[src/ceg_regs.svh]
// constants of the complementary event timing block
`ifndef CEG_REGS_SVH
`define CEG_REGS_SVH
`define CEG_ADDR_W 3
`define CEG_ADDR_RISE_DB 3'h0
`define CEG_ADDR_FALL_DB 3'h1
`define CEG_ADDR_RISE_BLANK 3'h2
`define CEG_ADDR_FALL_BLANK 3'h3
`define CEG_ADDR_RISE_PHASE 3'h4
`define CEG_ADDR_FALL_PHASE 3'h5
`define CEG_ADDR_CTRL 3'h6
`define CEG_ADDR_STATUS 3'h7
`define CEG_CTRL_EN_BIT 0
`define CEG_CNT_RESET 6'h00
`define CEG_CLK_PERIOD_NS 4
`endif

[src/ceg_pkg.sv]
// types of the complementary event timing block
package ceg_pkg;
  typedef struct packed {
    logic [2:0] addr;
    logic [7:0] wdata;
    logic wr;
    logic rd;
  } ceg_bus_t;
  typedef enum logic [1:0] {
    CEG_IDLE = 2'b00,
    CEG_DEAD = 2'b01,
    CEG_ON = 2'b10
  } ceg_state_t;
endpackage : ceg_pkg

[src/ceg_core.sv]
// complementary event timing core with register port
//
// Design decisions made here: strobed register access and the register offsets.
`timescale 1ns/1ps
`include "ceg_regs.svh"
// Summary of operation
// - rising event: primary held off for rising dead band after complementary off.
// - falling event: complementary held off for falling dead band after primary off.
// - falling event during rising dead band extends it by falling dead band.
// - rising event during falling dead band extends it by rising dead band.
// - falling blank masks rising inputs; rising blank masks falling inputs.
// - blanking counts clock periods from zero up to the setting.
// - falling blank starts when rising event output drive goes false.
// - rising blank starts when falling event output drive goes false.
// - zero blank setting disables blanking; events pass straight through.
// - async sources vary blanking time by at most one clock period.
// - non-zero phase setting delays event assertion by that count.
// - phase delay counts clock periods like dead band and blanking.
// - zero phase setting disables phase delay; event passes directly.
module ceg_core
  import ceg_pkg::*;
#(
  parameter int CNT_W = 6
) (
  input wire logic clk_sys_in,
  input wire logic rst_n_in,
  input wire logic rise_src_in,
  input wire logic fall_src_in,
  input wire logic [2:0] addr_in,
  input wire logic [7:0] wdata_in,
  input wire logic wr_in,
  input wire logic rd_in,
  output logic [7:0] rdata_out,
  output logic primary_out,
  output logic compl_out
);
  // ---------------------------------------------
  // register port
  // ---------------------------------------------
  ceg_bus_t bus;
  assign bus = '{addr: addr_in, wdata: wdata_in, wr: wr_in, rd: rd_in};
  logic [CNT_W-1:0] rise_db_reg, fall_db_reg;
  logic [CNT_W-1:0] rising_blank_count, falling_blank_count;
  logic [CNT_W-1:0] rising_phase_count, falling_phase_count;
  logic enable_reg;
  ceg_state_t p_st_reg, c_st_reg;

  always_ff @(posedge clk_sys_in or negedge rst_n_in) begin
    if (!rst_n_in) begin
      rise_db_reg <= '0;
      fall_db_reg <= '0;
      rising_blank_count <= '0;
      falling_blank_count <= '0;
      rising_phase_count <= '0;
      falling_phase_count <= '0;
      enable_reg <= 1'b0;
    end else if (bus.wr) begin
      case (bus.addr)
        `CEG_ADDR_RISE_DB: rise_db_reg <= bus.wdata[CNT_W-1:0];
        `CEG_ADDR_FALL_DB: fall_db_reg <= bus.wdata[CNT_W-1:0];
        `CEG_ADDR_RISE_BLANK: rising_blank_count <= bus.wdata[CNT_W-1:0];
        `CEG_ADDR_FALL_BLANK: falling_blank_count <= bus.wdata[CNT_W-1:0];
        `CEG_ADDR_RISE_PHASE: rising_phase_count <= bus.wdata[CNT_W-1:0];
        `CEG_ADDR_FALL_PHASE: falling_phase_count <= bus.wdata[CNT_W-1:0];
        `CEG_ADDR_CTRL: enable_reg <= bus.wdata[`CEG_CTRL_EN_BIT];
        default: ;
      endcase
    end
  end

  logic [7:0] rdata_next;
  logic rise_blanking, fall_blanking;
  always_comb begin
    rdata_next = 8'h00;
    case (bus.addr)
      `CEG_ADDR_RISE_DB: rdata_next[CNT_W-1:0] = rise_db_reg;
      `CEG_ADDR_FALL_DB: rdata_next[CNT_W-1:0] = fall_db_reg;
      `CEG_ADDR_RISE_BLANK: rdata_next[CNT_W-1:0] = rising_blank_count;
      `CEG_ADDR_FALL_BLANK: rdata_next[CNT_W-1:0] = falling_blank_count;
      `CEG_ADDR_RISE_PHASE: rdata_next[CNT_W-1:0] = rising_phase_count;
      `CEG_ADDR_FALL_PHASE: rdata_next[CNT_W-1:0] = falling_phase_count;
      `CEG_ADDR_CTRL: rdata_next[0] = enable_reg;
      `CEG_ADDR_STATUS: rdata_next = {2'h0, rise_blanking, fall_blanking,
                                      c_st_reg, p_st_reg};
      default: rdata_next = 8'h00;
    endcase
  end

  always_ff @(posedge clk_sys_in or negedge rst_n_in) begin
    if (!rst_n_in) rdata_out <= 8'h00;
    else if (bus.rd) rdata_out <= rdata_next;
    else rdata_out <= 8'h00;
  end

  // ---------------------------------------------
  // input synchronisers
  // ---------------------------------------------
  logic [2:0] rise_sync_reg, fall_sync_reg;
  logic rise_lvl_reg, fall_lvl_reg;
  always_ff @(posedge clk_sys_in or negedge rst_n_in) begin
    if (!rst_n_in) begin
      rise_sync_reg <= 3'h0;
      fall_sync_reg <= 3'h0;
      rise_lvl_reg <= 1'b0;
      fall_lvl_reg <= 1'b0;
    end else begin
      rise_sync_reg <= {rise_sync_reg[1:0], rise_src_in};
      fall_sync_reg <= {fall_sync_reg[1:0], fall_src_in};
      // a change counts only once stages two and three agree
      if (rise_sync_reg[1] == rise_sync_reg[2]) rise_lvl_reg <= rise_sync_reg[2];
      if (fall_sync_reg[1] == fall_sync_reg[2]) fall_lvl_reg <= fall_sync_reg[2];
    end
  end
  logic rise_edge, fall_edge;
  logic rise_lvl_d_reg, fall_lvl_d_reg;
  always_ff @(posedge clk_sys_in or negedge rst_n_in) begin
    if (!rst_n_in) begin
      rise_lvl_d_reg <= 1'b0;
      fall_lvl_d_reg <= 1'b0;
    end else begin
      rise_lvl_d_reg <= rise_lvl_reg;
      fall_lvl_d_reg <= fall_lvl_reg;
    end
  end
  // sync latency gives up to one clock of blanking uncertainty
  assign rise_edge = rise_lvl_reg & ~rise_lvl_d_reg;
  assign fall_edge = fall_lvl_reg & ~fall_lvl_d_reg;

  // ---------------------------------------------
  // blanking
  // ---------------------------------------------
  logic [CNT_W-1:0] rblk_cnt_reg, fblk_cnt_reg;
  logic rise_drive, fall_drive;
  logic rise_drive_d_reg, fall_drive_d_reg;
  logic rise_blank_start, fall_blank_start;
  assign rise_blank_start = fall_drive_d_reg & ~fall_drive;
  assign fall_blank_start = rise_drive_d_reg & ~rise_drive;
  always_ff @(posedge clk_sys_in or negedge rst_n_in) begin
    if (!rst_n_in) begin
      rblk_cnt_reg <= '0;
      rise_blanking <= 1'b0;
    end else if (rising_blank_count == '0) begin
      rise_blanking <= 1'b0;
      rblk_cnt_reg <= '0;
    end else if (rise_blank_start) begin
      rise_blanking <= 1'b1;
      rblk_cnt_reg <= '0;
    end else if (rise_blanking) begin
      rblk_cnt_reg <= rblk_cnt_reg + 1'b1;
      if (rblk_cnt_reg == rising_blank_count - 1'b1) rise_blanking <= 1'b0;
    end
  end
  always_ff @(posedge clk_sys_in or negedge rst_n_in) begin
    if (!rst_n_in) begin
      fblk_cnt_reg <= '0;
      fall_blanking <= 1'b0;
    end else if (falling_blank_count == '0) begin
      fall_blanking <= 1'b0;
      fblk_cnt_reg <= '0;
    end else if (fall_blank_start) begin
      fall_blanking <= 1'b1;
      fblk_cnt_reg <= '0;
    end else if (fall_blanking) begin
      fblk_cnt_reg <= fblk_cnt_reg + 1'b1;
      if (fblk_cnt_reg == falling_blank_count - 1'b1) fall_blanking <= 1'b0;
    end
  end
  logic rise_trig, fall_trig;
  assign rise_trig = rise_edge & ~fall_blanking & enable_reg;
  assign fall_trig = fall_edge & ~rise_blanking & enable_reg;

  // ---------------------------------------------
  // phase delay
  // ---------------------------------------------
  logic [CNT_W-1:0] rph_cnt_reg, fph_cnt_reg;
  logic rph_busy_reg, fph_busy_reg;
  logic rise_evt, fall_evt;
  always_ff @(posedge clk_sys_in or negedge rst_n_in) begin
    if (!rst_n_in) begin
      rph_cnt_reg <= '0;
      rph_busy_reg <= 1'b0;
    end else if (rise_trig && rising_phase_count != '0) begin
      rph_busy_reg <= 1'b1;
      rph_cnt_reg <= '0;
    end else if (rph_busy_reg) begin
      rph_cnt_reg <= rph_cnt_reg + 1'b1;
      if (rph_cnt_reg == rising_phase_count - 1'b1) rph_busy_reg <= 1'b0;
    end
  end
  always_ff @(posedge clk_sys_in or negedge rst_n_in) begin
    if (!rst_n_in) begin
      fph_cnt_reg <= '0;
      fph_busy_reg <= 1'b0;
    end else if (fall_trig && falling_phase_count != '0) begin
      fph_busy_reg <= 1'b1;
      fph_cnt_reg <= '0;
    end else if (fph_busy_reg) begin
      fph_cnt_reg <= fph_cnt_reg + 1'b1;
      if (fph_cnt_reg == falling_phase_count - 1'b1) fph_busy_reg <= 1'b0;
    end
  end
  assign rise_evt = (rise_trig && rising_phase_count == '0) ||
                    (rph_busy_reg && rph_cnt_reg == rising_phase_count - 1'b1);
  assign fall_evt = (fall_trig && falling_phase_count == '0) ||
                    (fph_busy_reg && fph_cnt_reg == falling_phase_count - 1'b1);

  // ---------------------------------------------
  // event drive and dead band
  // ---------------------------------------------
  // rise_drive true from rising event until falling event, and vice versa
  logic rdrv_reg;
  always_ff @(posedge clk_sys_in or negedge rst_n_in) begin
    if (!rst_n_in) rdrv_reg <= 1'b0;
    else if (!enable_reg) rdrv_reg <= 1'b0;
    else if (fall_evt) rdrv_reg <= 1'b0;
    else if (rise_evt) rdrv_reg <= 1'b1;
  end
  assign rise_drive = rdrv_reg;
  assign fall_drive = enable_reg & ~rdrv_reg & (fall_drive_d_reg | fall_evt | rise_drive_d_reg);
  always_ff @(posedge clk_sys_in or negedge rst_n_in) begin
    if (!rst_n_in) begin
      rise_drive_d_reg <= 1'b0;
      fall_drive_d_reg <= 1'b0;
    end else begin
      rise_drive_d_reg <= rise_drive;
      fall_drive_d_reg <= fall_drive;
    end
  end

  // one dead-band counter per side; a new event restarts the other side
  logic [CNT_W-1:0] p_cnt_reg, c_cnt_reg;
  always_ff @(posedge clk_sys_in or negedge rst_n_in) begin
    if (!rst_n_in) begin
      p_st_reg <= CEG_IDLE;
      p_cnt_reg <= '0;
    end else begin
      case (p_st_reg)
        CEG_IDLE: if (rise_evt && !fall_evt) begin
          p_st_reg <= (rise_db_reg == '0) ? CEG_ON : CEG_DEAD;
          p_cnt_reg <= '0;
        end
        CEG_DEAD: if (fall_evt || !enable_reg) begin
          p_st_reg <= CEG_IDLE;
        end else if (p_cnt_reg == rise_db_reg - 1'b1) begin
          p_st_reg <= CEG_ON;
        end else begin
          p_cnt_reg <= p_cnt_reg + 1'b1;
        end
        CEG_ON: if (fall_evt || !enable_reg) p_st_reg <= CEG_IDLE;
        default: p_st_reg <= CEG_IDLE;
      endcase
    end
  end
  always_ff @(posedge clk_sys_in or negedge rst_n_in) begin
    if (!rst_n_in) begin
      c_st_reg <= CEG_IDLE;
      c_cnt_reg <= '0;
    end else begin
      case (c_st_reg)
        CEG_IDLE: if (fall_evt && !rise_evt && enable_reg) begin
          c_st_reg <= (fall_db_reg == '0) ? CEG_ON : CEG_DEAD;
          c_cnt_reg <= '0;
        end
        CEG_DEAD: if (rise_evt || !enable_reg) begin
          c_st_reg <= CEG_IDLE;
        end else if (c_cnt_reg == fall_db_reg - 1'b1) begin
          c_st_reg <= CEG_ON;
        end else begin
          c_cnt_reg <= c_cnt_reg + 1'b1;
        end
        CEG_ON: if (rise_evt || !enable_reg) c_st_reg <= CEG_IDLE;
        default: c_st_reg <= CEG_IDLE;
      endcase
    end
  end
  // overlap: the falling count restarts from the falling event, so the
  // total dead time is the part of rising dead band spent plus falling dead band

  always_ff @(posedge clk_sys_in or negedge rst_n_in) begin
    if (!rst_n_in) begin
      primary_out <= 1'b0;
      compl_out <= 1'b0;
    end else begin
      primary_out <= (p_st_reg == CEG_ON) && !fall_evt && enable_reg;
      compl_out <= (c_st_reg == CEG_ON) && !rise_evt && enable_reg;
    end
  end

  // ---------------------------------------------
  // assertions
  // ---------------------------------------------
  property p_no_overlap;
    @(posedge clk_sys_in) disable iff (!rst_n_in) !(primary_out && compl_out);
  endproperty
  a_no_overlap: assert property (p_no_overlap) else $error("both outputs on");
  property p_rise_db;
    @(posedge clk_sys_in) disable iff (!rst_n_in)
      $rose(primary_out) |-> $past(p_st_reg) == CEG_ON;
  endproperty
  a_rise_db: assert property (p_rise_db) else $error("primary on without dead band");
  property p_fall_db;
    @(posedge clk_sys_in) disable iff (!rst_n_in)
      $rose(compl_out) |-> $past(c_st_reg) == CEG_ON;
  endproperty
  a_fall_db: assert property (p_fall_db) else $error("compl on without dead band");
  property p_ext_fall;
    @(posedge clk_sys_in) disable iff (!rst_n_in)
      (p_st_reg == CEG_DEAD && fall_evt) |=> p_st_reg == CEG_IDLE ##0 !primary_out;
  endproperty
  a_ext_fall: assert property (p_ext_fall) else $error("primary not suppressed");
  property p_ext_rise;
    @(posedge clk_sys_in) disable iff (!rst_n_in)
      (c_st_reg == CEG_DEAD && rise_evt) |=> c_st_reg == CEG_IDLE ##0 !compl_out;
  endproperty
  a_ext_rise: assert property (p_ext_rise) else $error("compl not suppressed");
  property p_blank_mask;
    @(posedge clk_sys_in) disable iff (!rst_n_in) (fall_blanking && !rph_busy_reg) |-> !rise_evt;
  endproperty
  a_blank_mask: assert property (p_blank_mask) else $error("rising input not blanked");
  property p_blank_start;
    @(posedge clk_sys_in) disable iff (!rst_n_in)
      (fall_blank_start && falling_blank_count != '0) |=> fall_blanking;
  endproperty
  a_blank_start: assert property (p_blank_start) else $error("falling blank not started");
  property p_blank_off;
    @(posedge clk_sys_in) disable iff (!rst_n_in)
      (rising_blank_count == '0) |=> !rise_blanking;
  endproperty
  a_blank_off: assert property (p_blank_off) else $error("zero blank still blanking");
  property p_phase_zero;
    @(posedge clk_sys_in) disable iff (!rst_n_in)
      (rise_trig && rising_phase_count == '0) |-> rise_evt;
  endproperty
  a_phase_zero: assert property (p_phase_zero) else $error("phase delay not bypassed");
  c_primary: cover property (@(posedge clk_sys_in) $rose(primary_out));
  c_compl: cover property (@(posedge clk_sys_in) $rose(compl_out));
  c_overlap: cover property (@(posedge clk_sys_in) p_st_reg == CEG_DEAD && fall_evt);
  c_blank: cover property (@(posedge clk_sys_in) fall_blanking && rise_edge);
endmodule : ceg_core

[config.mk]
export PLATFORM = sky130hd
export DESIGN_NAME = ceg_core
export DESIGN_NICKNAME = d
export VERILOG_FILES = /design/src/ceg_pkg.sv /design/src/ceg_core.sv
export VERILOG_INCLUDE_DIRS = /design/src
export SDC_FILE = /design/constraint.sdc
export NUM_CORES = 1
export LEC_CHECK = 0
export BUFFER_PORTS_ARGS = -buffer_cell sky130_fd_sc_hd__buf_2
export CAP_MARGIN = 20
export CORE_UTILIZATION = 56
export CTS_BUF_LIST = sky130_fd_sc_hd__clkbuf_16
export CTS_CLUSTER_DIAMETER = 150
export DETAILED_ROUTE_END_ITERATION = 10
export PLACE_DENSITY_LB_ADDON = 0.12
export SLEW_MARGIN = 10
export SYNTH_ARGS = -nofsm -noshare
export SYNTH_HDL_FRONTEND = slang
export SYNTH_SLANG_ARGS = --single-unit
export TNS_END_PERCENT = 1
[constraint.sdc]
create_clock -name clk_sys_in -period 2.67 [get_ports clk_sys_in]
set_clock_uncertainty 0.2 [all_clocks]
set_input_delay 0.534 -clock clk_sys_in [delete_from_list [all_inputs] [get_ports clk_sys_in]]
set_output_delay 0.534 -clock clk_sys_in [all_outputs]
set_load 0.01 [all_outputs]
==> out/qor.yml, run 1 <==
logic_synthesis:
  synth.avg_cell_area_um2: 9.96
  yosys.area.top_type_share_pct: 45.1
  synth.distinct_cells: 64
  syn_area_um2: 5660
  postSynth.asyncResetShare_pct: 100
  number_of_instances_in_the_synthesized_netlist: 568
  yosys_register_bits: 102
  count_of_flip_flops_with_a_built_in_enable_after_synthesis: 0
  yosysTopAreaCell: "dfrtp_1"
  synth.yosys.seq_area_share_pct: 45.1
  ys.warnings.count: 0
  dominantRegCellSynth: "dfrtp_1"
  synth.area.top_cells: "dfrtp_1, mux2_2, xor2_1"
grt:
  grt_antenna_before_repair: 0
  global_route.usage.total_pct: 26.0
  grt_start_max_net_pins: 44
  globalRoute.totalOverflow: 0
  global_route_wire_length_before_repair_um: 20300
  first_global_vias: 4113
critical_path:
  largest_fanout_on_the_critical_path: 6
  crit_arrival_ns: 2.70
  worst_path_cell_trace: "buf_4 -> nor3_1 -> xnor2_1 -> nor4b_4 -> a311o_1 -> or3_4 -> o31ai_1 -> a21o_1"
  timing.reg2reg.setup_slack_ns: 0.07
  critical_path.startpoint_type: "flop"
  crit_type: "flop to flop"
  worstPathRequired_ns: 2.77
  cp-end-kind: "flop"
  worst-path-buf-inv: 1
  crit_path_max_delay_family: "simple AND/OR/NAND/NOR gates"
  critical-path-slowest-cell: "a311o_1"
  cp_slowest_stage_delay_ns: 0.44
finish:
  antennaDiodeCount: 0
  final_net_count: 645
  syn2layout_area_growth_pct: 15.6
  finalNonFillerCells: 753
  drive_gt1_share_pct: 21.1
  layout.cell_area.non_filler_um2: 6540
power_and_ir_drop:
  power.density_nw_per_um2: 842
  seq_power_share_pct: 41.9
  switching_share_pct: 34.9
  power.combinational.fraction_pct: 32.6
  p_clk_share_pct: 25.5
  worst_ir_drop_vdd_mv: 0.544
  p_sw_mw: 1.92
  leakage_nw: 2.90
  cell_internal_pwr_mw: 3.58
  totalPowerFinal_mw: 5.51
drt:
  detail_route.iter0.violations: 223
  route.detailed.vias_per_inst: 5.76
  wirelength_um: 12600
  dr_total_vias: 4336
  drtPass1Iterations: 5
  final_antenna_net_count: 0
  detail_route.wl_per_cell_um: 16.7
  drc: 0
floorplanning:
  initial_core_utilization_pct: 57.9
  io-pin-count: 27
  die_w_um: 103
  die-height_um: 103
  die-area_um2: 10500
  rows: 36
  coreArea_um2: 9770
sta:
  tightestPinTransition_ns: 0.500
  grt_setup_unrepaired: "true"
  finalWorstPathRequiredPeriod_ns: 2.60
  max-slew-margin-rel_pct: 66.4
  final_max_slew_viol_count: 0
  final.period_utilization_pct: 97.4
  fin_setup_tns_ns: 0
  hold_viol: 0
  setup-violations-final: 0
  timing.fmax_mhz: 384
  whs_ns: 0.0846
clock_network:
  cts_root_buffer: "clkbuf_16"
  cts.htree.levels: 3
  clock_tree_from_tritoncts: "done"
  clk-insertion-delay-late_ns: 0.35
  cts_buffers: 9
  clk_transition_reported_paths_ns: 0.07
  clock_path_buffers: 2
  clock-sinks: 102
job:
  cap_viol_max_count: 0
place:
  hpwlAfterDp_um: 9070
  port_buffers: 22
  placed_cell_area_um2: 6060
  routabilityCongestion: 0.854
  dpl.cell_count: 728
min_path:
  min_path_type: "input port to flop"
run_status:
  status: "complete, no violations"
[through the flow]
step / utilization [%] / setup WS, ns
global route: 66.9 / -0.0301
floorplan: - / 0.0570
finish: 66.9 / 0.0685
detailed placement: 62.0 / -0.0797
global placement: 62.0 / 0.0221
CTS: 65.6 / 0.0296
[metal layers]
layer,global-route usage [%],routed length [µm],up-vias
li1,-,-,2098
met5,0,0,-
met3,5.83,513,18
met2,42.9,6040,90
met4,8.13,238,0
met1,34.3,5780,2130
[area by class of cell]
class	instances	area, µm²
clock buffer	9	225
clock inverter	7	97.6
fill	797	3230
inverter	19	71.3
multi-input combinational	422	3010
sequential	102	2550
tap	133	166
timing repair buffer	61	420
[logic make-up after synthesis]
group	count (synthesis)	synth area share (%)
other	1	0.0663
AND/OR/NAND/NOR	214	19.3
AO/OA/AOI/OAI	87	10.9
flip-flops	102	45.1
multiplexers	42	8.54
adder cells (fa/ha/maj)	15	3.23
XOR/XNOR	62	9.60
buffers and inverters	45	3.27
[cells in the mapped netlist (10+ instances only)]
cell type / count
mux2_2: 30
nand4_1: 13
o21ai_0: 25
mux2i_1: 10
ha_1: 13
inv_1: 19
a21oi_1: 10
nor2_1: 59
nand3_1: 19
xor2_1: 32
nand2_1: 50
dfrtp_1: 102
xnor2_1: 30
nor3_1: 16
clkbuf_1: 18
[path summary, 6_finish.rpt]
path,from,cells past startpoint,to
min in group asynchronous,rst_n_in,2,fph_cnt_reg[2]$_DFFE_PN0P_
max in group asynchronous,rst_n_in,3,compl_out$_DFF_PN0_
worst min-delay path,fall_src_in,1,fall_sync_reg[0]$_DFF_PN0_
worst max register to register,rising_phase_count[2]$_DFFE_PN0P_,8,c_cnt_reg[3]$_DFFE_PN0P_
worst min register to register,rise_sync_reg[0]$_DFF_PN0_,0,rise_sync_reg[1]$_DFF_PN0_
worst max-delay path,rising_phase_count[2]$_DFFE_PN0P_,8,c_cnt_reg[3]$_DFFE_PN0P_
[repair_timing]
action | in CTS | in global routing
endpoints found under the hold margin | 32 | 0
gates resized for setup | 3 | 16
pin swaps | 2 | 4
setup buffers | 1 | 7
hold buffers | 1 | 0
setup endpoints to repair | 6 | 14
[power groups by stage]
stage          logic [mW]  clock network [mW]  registers (mW)
6_report             1.79                1.40            2.31
5_1_grt              2.01                1.49            2.36
4_1_cts              1.70                1.44            2.30
3_5_place_dp         1.66                   0            2.33
3_3_place_gp         1.60                   0            2.31
2_1_floorplan        1.32                   0            2.16
[placed cells by master, fill, tap and decap left out, types with 4 or more instances in the layout]
cell and n:
a31oi_1 4, nand2_1 50, inv_1 19, a22oi_1 7
nor2_1 58, nand3b_1 4, a211oi_1 5, a21o_1 4
clkbuf_16 9, xor2_1 32, a21oi_1 10, xnor2_1 30
nand3_1 19, buf_4 38, nor3_1 15, o31ai_1 4
and3_1 5, nand2b_1 5, nor3b_1 6, dfrtp_1 101
buf_2 21, o21ai_0 23, nor2b_1 9, mux2_2 30
nand4_1 13, ha_1 12, mux2i_1 10
(Power assumes the default switching activity.)
==> run 2: changes to the inputs <==
- CORE_UTILIZATION: 56 -> 50
==> run 2 against run 1 <==
Non-clock buffer count down 1. Clock power down 14%. Power down 3.9%. Core utilization down 7.4 points. Combinational power about the same. First-iteration DRC count up 35%. Global-route usage down 2.3 points. Count of clock-buffer cells in the layout unchanged. Final area down 0.55%.
==> out/qor.yml, run 2 (same netlist as run 1, synthesis figures left out) <==
critical_path:
  crit_arrival_ns: 2.71  # about the same
  critical_path.startpoint_type: "flop"
  cp-end-kind: "flop"
  crit_type: "flop to flop"
  worstPathRequired_ns: 2.76  # about the same
  largest_fanout_on_the_critical_path: 5  # -1
sta:
  tightestPinTransition_ns: 0.544  # +0.0445 ns
  finalWorstPathRequiredPeriod_ns: 2.62  # +0.0213 ns
  fin_setup_tns_ns: 0  # unchanged
  final.period_utilization_pct: 98.2  # +0.80 points
  final_max_slew_viol_count: 0  # unchanged
  hold_viol: 0  # unchanged
  setup-violations-final: 0  # unchanged
  grt_setup_unrepaired: "true"
  max-slew-margin-rel_pct: 63.5  # -2.8 points
  timing.fmax_mhz: 381  # -0.81%
drt:
  wirelength_um: 12800  # +1.8%
  detail_route.wl_per_cell_um: 16.9  # +1.0%
  detail_route.iter0.violations: 300  # +35%
  dr_total_vias: 4325  # -0.25%
  final_antenna_net_count: 0  # unchanged
  drc: 0  # unchanged
  drtPass1Iterations: 5  # unchanged
  route.detailed.vias_per_inst: 5.70  # -1.0%
floorplanning:
  rows: 38  # +5.6%
  die_w_um: 108  # +5.7%
  die-area_um2: 11700  # +12%
  initial_core_utilization_pct: 51.7  # -6.1 points
  die-height_um: 108  # +5.7%
  io-pin-count: 27  # unchanged
  coreArea_um2: 10900  # +12%
job:
  cap_viol_max_count: 0  # unchanged
clock_network:
  clock_tree_from_tritoncts: "done"
  cts.htree.levels: 3  # unchanged
  clock_path_buffers: 2  # unchanged
  cts_buffers: 9  # unchanged
  clock-sinks: 102  # unchanged
  clk-insertion-delay-late_ns: 0.35  # about the same
  clk_transition_reported_paths_ns: 0.07  # about the same
  cts_root_buffer: "clkbuf_16"
power_and_ir_drop:
  totalPowerFinal_mw: 5.29  # -3.9%
  leakage_nw: 2.87  # -1.1%
  power.combinational.fraction_pct: 33.4  # +0.8 points
  switching_share_pct: 36.2  # +1.3 points
  p_sw_mw: 1.92  # -0.38%
  cell_internal_pwr_mw: 3.38  # -5.8%
  worst_ir_drop_vdd_mv: 0.604  # +11%
  power.density_nw_per_um2: 814  # -3.3%
  seq_power_share_pct: 43.8  # +1.9 points
  p_clk_share_pct: 22.8  # -2.7 points
place:
  port_buffers: 22  # unchanged
  dpl.cell_count: 735  # +0.96%
  hpwlAfterDp_um: 9290  # +2.4%
  routabilityCongestion: 0.853  # -0.21%
finish:
  layout_common_cells: "dfrtp_1, nor2_1, nand2_1"
  syn2layout_area_growth_pct: 15.0
  drive_gt1_share_pct: 21.0  # -0.13 points
  final_net_count: 644  # -0.16%
  layout_commonest_cell: "dfrtp_1"
  antennaDiodeCount: 0  # unchanged
  finalNonFillerCells: 759  # +0.80%
grt:
  globalRoute.totalOverflow: 0  # unchanged
  first_global_vias: 4276  # +4.0%
  grt_antenna_before_repair: 0  # unchanged
  global_route.usage.total_pct: 23.7  # -2.3 points
  grt_start_max_net_pins: 42  # -4.5%
  global_route_wire_length_before_repair_um: 21100  # +3.7%
run_status:
  status: "complete, no violations"
min_path:
  min_path_type: "input port to flop"
-- run 2: worst max-delay path, cell delays in order, from the launching register on --
cell       delay [ns]
dfrtp_2          0.44
inv_2            0.07
ha_4             0.17
and3_1           0.18
o2bb2ai_1        0.13
o22ai_1          0.13
a311o_1          0.47
or3_4            0.44
o31ai_4          0.22
a21o_1           0.11
-- run 2: final timing paths --
check                      slack (ns)                              start  cells past startpoint                          end
max in group asynchronous        1.07                           rst_n_in                      3  rblk_cnt_reg[5]$_DFFE_PN0P_
min in group asynchronous        0.50                           rst_n_in                      2   fph_cnt_reg[1]$_DFFE_PN0P_
setup reg to reg                 0.05  rising_phase_count[1]$_DFFE_PN0P_                      9     c_cnt_reg[3]$_DFFE_PN0P_
hold / removal                   0.08                        fall_src_in                      1   fall_sync_reg[0]$_DFF_PN0_
hold reg to reg                  0.15         rise_sync_reg[0]$_DFF_PN0_                      0   rise_sync_reg[1]$_DFF_PN0_
setup / recovery                 0.05  rising_phase_count[1]$_DFFE_PN0P_                      9     c_cnt_reg[3]$_DFFE_PN0P_
-- run 2: power groups by stage --
stage                     clock network, mW  registers (mW)  logic [mW]
after floorplan                           0            2.16        1.32
after global placement                    0            2.32        1.60
after detailed placement                  0            2.34        1.66
after CTS                              1.23            2.31        1.68
after global routing                   1.29            2.37        1.96
final                                  1.20            2.32        1.77
-- run 2: area by class of cell --
class | count | area [µm²]
clock buffer | 9 | 225
clock inverter | 7 | 41.3
fill | 923 | 4430
inverter | 19 | 71.3
multi-input combinational | 422 | 3020
sequential | 102 | 2550
tap | 140 | 175
timing repair buffer | 60 | 413
-- run 2: stage by stage --
| step | utilization, % | setup slack (ns) | hold WS [ns] | instance area [µm²] |
|---|---|---|---|---|
| global route | 59.5 | -0.0363 | 0.0742 | 6500 |
| finish | 59.5 | 0.0473 | 0.0823 | 6500 |
| floorplan | - | 0.0570 | 0.0384 | 5660 |
| CTS | 58.2 | -0.00781 | 0.0703 | 6360 |
| detailed placement | 55.5 | -0.0386 | 0.140 | 6070 |
| global placement | 55.5 | 0.00157 | 0.135 | 6070 |
-- run 2: timing repair --
item | CTS | global route
hold buffers | 1 | 0
pin swaps | 1 | 8
endpoints found under the setup margin | 6 | 9
hold endpoints to repair | 38 | 0
resized for setup | 3 | 20
buffers inserted | 0 | 7
-- run 2: routing by layer --
metal,GRT usage [%],vias up,part of all wire (%)
met5,0,-,0
met4,7.82,0,2.1
met3,4.82,23,3.9
met2,40.2,85,48
met1,30.3,2122,46
li1,-,2095,-
==> run 3: changes to the inputs <==
- BUFFER_PORTS_ARGS: -buffer_cell sky130_fd_sc_hd__buf_2 -> -buffer_cell sky130_fd_sc_hd__buf_4
==> run 3 against run 2 <==
First-iteration DRC count is 34% lower. Via count is 0.65% lower. Sequential cell count unchanged. Cell count decreased by 0.26%. Wire length is 1.9% lower. Maximum frequency up 1.5%. Setup slack improved by 0.039 ns. Sequential share of layout area increased by 0.065 points. Power down 0.81%. Clock power barely moved. Core utilization decreased by 0.069 points. Final area down 0.12%. Largest cell class unchanged. Highest routed layer unchanged.
==> out/qor.yml, run 3 (same netlist as run 1, synthesis figures left out) <==
finish:
  postLayoutCoreUtil_pct: 59.4  # -0.069 points
  final_net_count: 642  # -0.31%
  fillCellCount: 938  # +1.6%
  layout_common_cells: "dfrtp_1, nor2_1, buf_4"
  syn2layout_area_growth_pct: 14.9
  drive_gt1_share_pct: 20.1  # -0.90 points
  antennaDiodeCount: 0  # unchanged
  layout_commonest_cell: "dfrtp_1"
floorplanning:
  die_w_um: 108  # unchanged
  die-height_um: 108  # unchanged
  initial_core_utilization_pct: 51.7  # unchanged
  coreArea_um2: 10900  # unchanged
  rows: 38  # unchanged
  io-pin-count: 27  # unchanged
  die-area_um2: 11700  # unchanged
clock_network:
  cts_buffers: 9  # unchanged
  cts_root_buffer: "clkbuf_16"
  cts.htree.levels: 3  # unchanged
  clock_tree_from_tritoncts: "done"
  clock_path_buffers: 2  # unchanged
  clk-insertion-delay-late_ns: 0.35  # about the same
  clock-sinks: 102  # unchanged
  clk_transition_reported_paths_ns: 0.07  # about the same
sta:
  hold_viol: 0  # unchanged
  setup-violations-final: 0  # unchanged
  max-slew-margin-rel_pct: 58.8  # -4.8 points
  final_max_slew_viol_count: 0  # unchanged
  grt_setup_unrepaired: "true"
  timing.fmax_mhz: 387  # +1.5%
  tightestPinTransition_ns: 0.616  # +0.0711 ns
  final.period_utilization_pct: 96.8  # -1.5 points
  finalWorstPathRequiredPeriod_ns: 2.58  # -0.0387 ns
  whs_ns: 0.0847  # +0.00239 ns
  fin_setup_tns_ns: 0  # unchanged
grt:
  first_global_vias: 4185  # -2.1%
  globalRoute.totalOverflow: 0  # unchanged
  global_route.usage.total_pct: 23.6  # -0.17 points
  grt_start_max_net_pins: 40  # -4.8%
  global_route_wire_length_before_repair_um: 20900  # -0.62%
  grt_antenna_before_repair: 0  # unchanged
critical_path:
  cp_slowest_stage_delay_ns: 0.42  # -0.05 ns
  reg2regPathDepth: 9  # unchanged
  cp-startpoint: "rising_phase_count[0]$_DFFE_PN0P_"
  critical-path-slowest-cell: "a311o_1"
  worst_path_cell_trace: "inv_1 -> ha_1 -> and3_1 -> o2bb2ai_1 -> o22ai_2 -> a311o_1 -> or3_4 -> o31ai_2 -> a21o_1"
  worstPathRequired_ns: 2.76  # about the same
  critical_path.startpoint_type: "flop"
  crit_type: "flop to flop"
  timing.reg2reg.setup_slack_ns: 0.09  # +0.04 ns
  r2r-start: "rising_phase_count[0]$_DFFE_PN0P_"
  largest_fanout_on_the_critical_path: 4  # -1
  crit_path_max_delay_family: "compound AO/OA/AOI/OAI gates"
  cp-end-kind: "flop"
  worst-path-buf-inv: 1  # unchanged
  capturing_point_of_the_worst_reg2reg_path: "c_cnt_reg[4]$_DFFE_PN0P_"
  crit_arrival_ns: 2.68  # -0.03 ns
power_and_ir_drop:
  switching_share_pct: 35.8  # -0.43 points
  totalPowerFinal_mw: 5.25  # -0.81%
  worst_ir_drop_vdd_mv: 0.626  # +3.7%
  p_sw_mw: 1.88  # -2.0%
  power.density_nw_per_um2: 808  # -0.70%
  cell_internal_pwr_mw: 3.37  # -0.14%
  power.combinational.fraction_pct: 33.1  # -0.3 points
  leakage_nw: 2.86  # -0.40%
  p_clk_share_pct: 22.8  # about the same
  seq_power_share_pct: 44.1  # +0.3 points
place:
  routabilityCongestion: 0.838  # -1.7%
  port_buffers: 22  # unchanged
  hpwlAfterDp_um: 9250  # -0.44%
drt:
  wl_met1_um: 5850  # +0.15%
  routed.top_layer: "met4"
  detail_route.iter0.violations: 198  # -34%
  drc: 0  # unchanged
  wirelength_um: 12600  # -1.9%
  route.detailed.vias_per_inst: 5.68  # -0.38%
  detail_route.wl_per_cell_um: 16.6  # -1.6%
  final_antenna_net_count: 0  # unchanged
  drtPass1Iterations: 5  # unchanged
  dr_total_vias: 4297  # -0.65%
  met2_wirelength_um: 6030  # -2.7%
  routed-wl-met3_um: 473  # -4.4%
min_path:
  min_path_type: "input port to flop"
  hold_start: "fall_src_in"
  worstHoldEndpoint: "fall_sync_reg[0]$_DFF_PN0_"
  min_path_cells: 1  # unchanged
run_status:
  status: "complete, no violations"
job:
  cap_viol_max_count: 0  # unchanged
==> run 3: worst max-delay path by stage <==
stage,cells past startpoint,end
floorplan,10,p_cnt_reg[5]$_DFFE_PN0P_
global placement,9,c_cnt_reg[1]$_DFFE_PN0P_
detailed placement,9,c_cnt_reg[1]$_DFFE_PN0P_
CTS,8,c_cnt_reg[4]$_DFFE_PN0P_
global route,9,c_cnt_reg[2]$_DFFE_PN0P_
finish,9,c_cnt_reg[4]$_DFFE_PN0P_
==> run 3: repair_timing <==
action | CTS | global route
buffers inserted | 0 | 4
endpoints found under the setup margin | 6 | 11
pin swaps | 0 | 4
resized for setup | 1 | 15
hold buffers | 1 | 0
hold endpoints to repair | 33 | 0
==> run 3: area by class of cell <==
cell class	count	area, µm²	area share [%]
Clock inverter	7	42.5	0.655
Timing Repair Buffer	58	450	6.93
Tap cell	140	175	2.70
Sequential cell	102	2560	39.3
Clock buffer	9	225	3.47
Inverter	19	71.3	1.10
Multi-Input combinational cell	422	2980	45.8
==> run 3: per-layer routing <==
metal | up-vias | global-route usage, %
met5 | - | 0
met4 | 0 | 6.66
met3 | 17 | 6.09
met2 | 80 | 38.7
met1 | 2106 | 30.8
li1 | 2094 | -
==> run 3: power groups by stage <==
stage          Combinational [mW]  Sequential [mW]  Clock, mW
2_1_floorplan                1.32             2.16          0
3_3_place_gp                 1.62             2.32          0
3_5_place_dp                 1.68             2.34          0
4_1_cts                      1.70             2.31       1.24
5_1_grt                      1.94             2.37       1.30
6_report                     1.74             2.32       1.20
==> run 3: stage by stage <==
step,std cells,setup slack (ns),cell area (µm²)
2_1_floorplan,569,0.0570,5660
3_3_place_gp,736,0.0116,6130
3_5_place_dp,736,-0.0803,6130
4_1_cts,753,-0.0269,6410
5_1_grt,757,-0.0415,6500
6_report,757,0.0860,6500
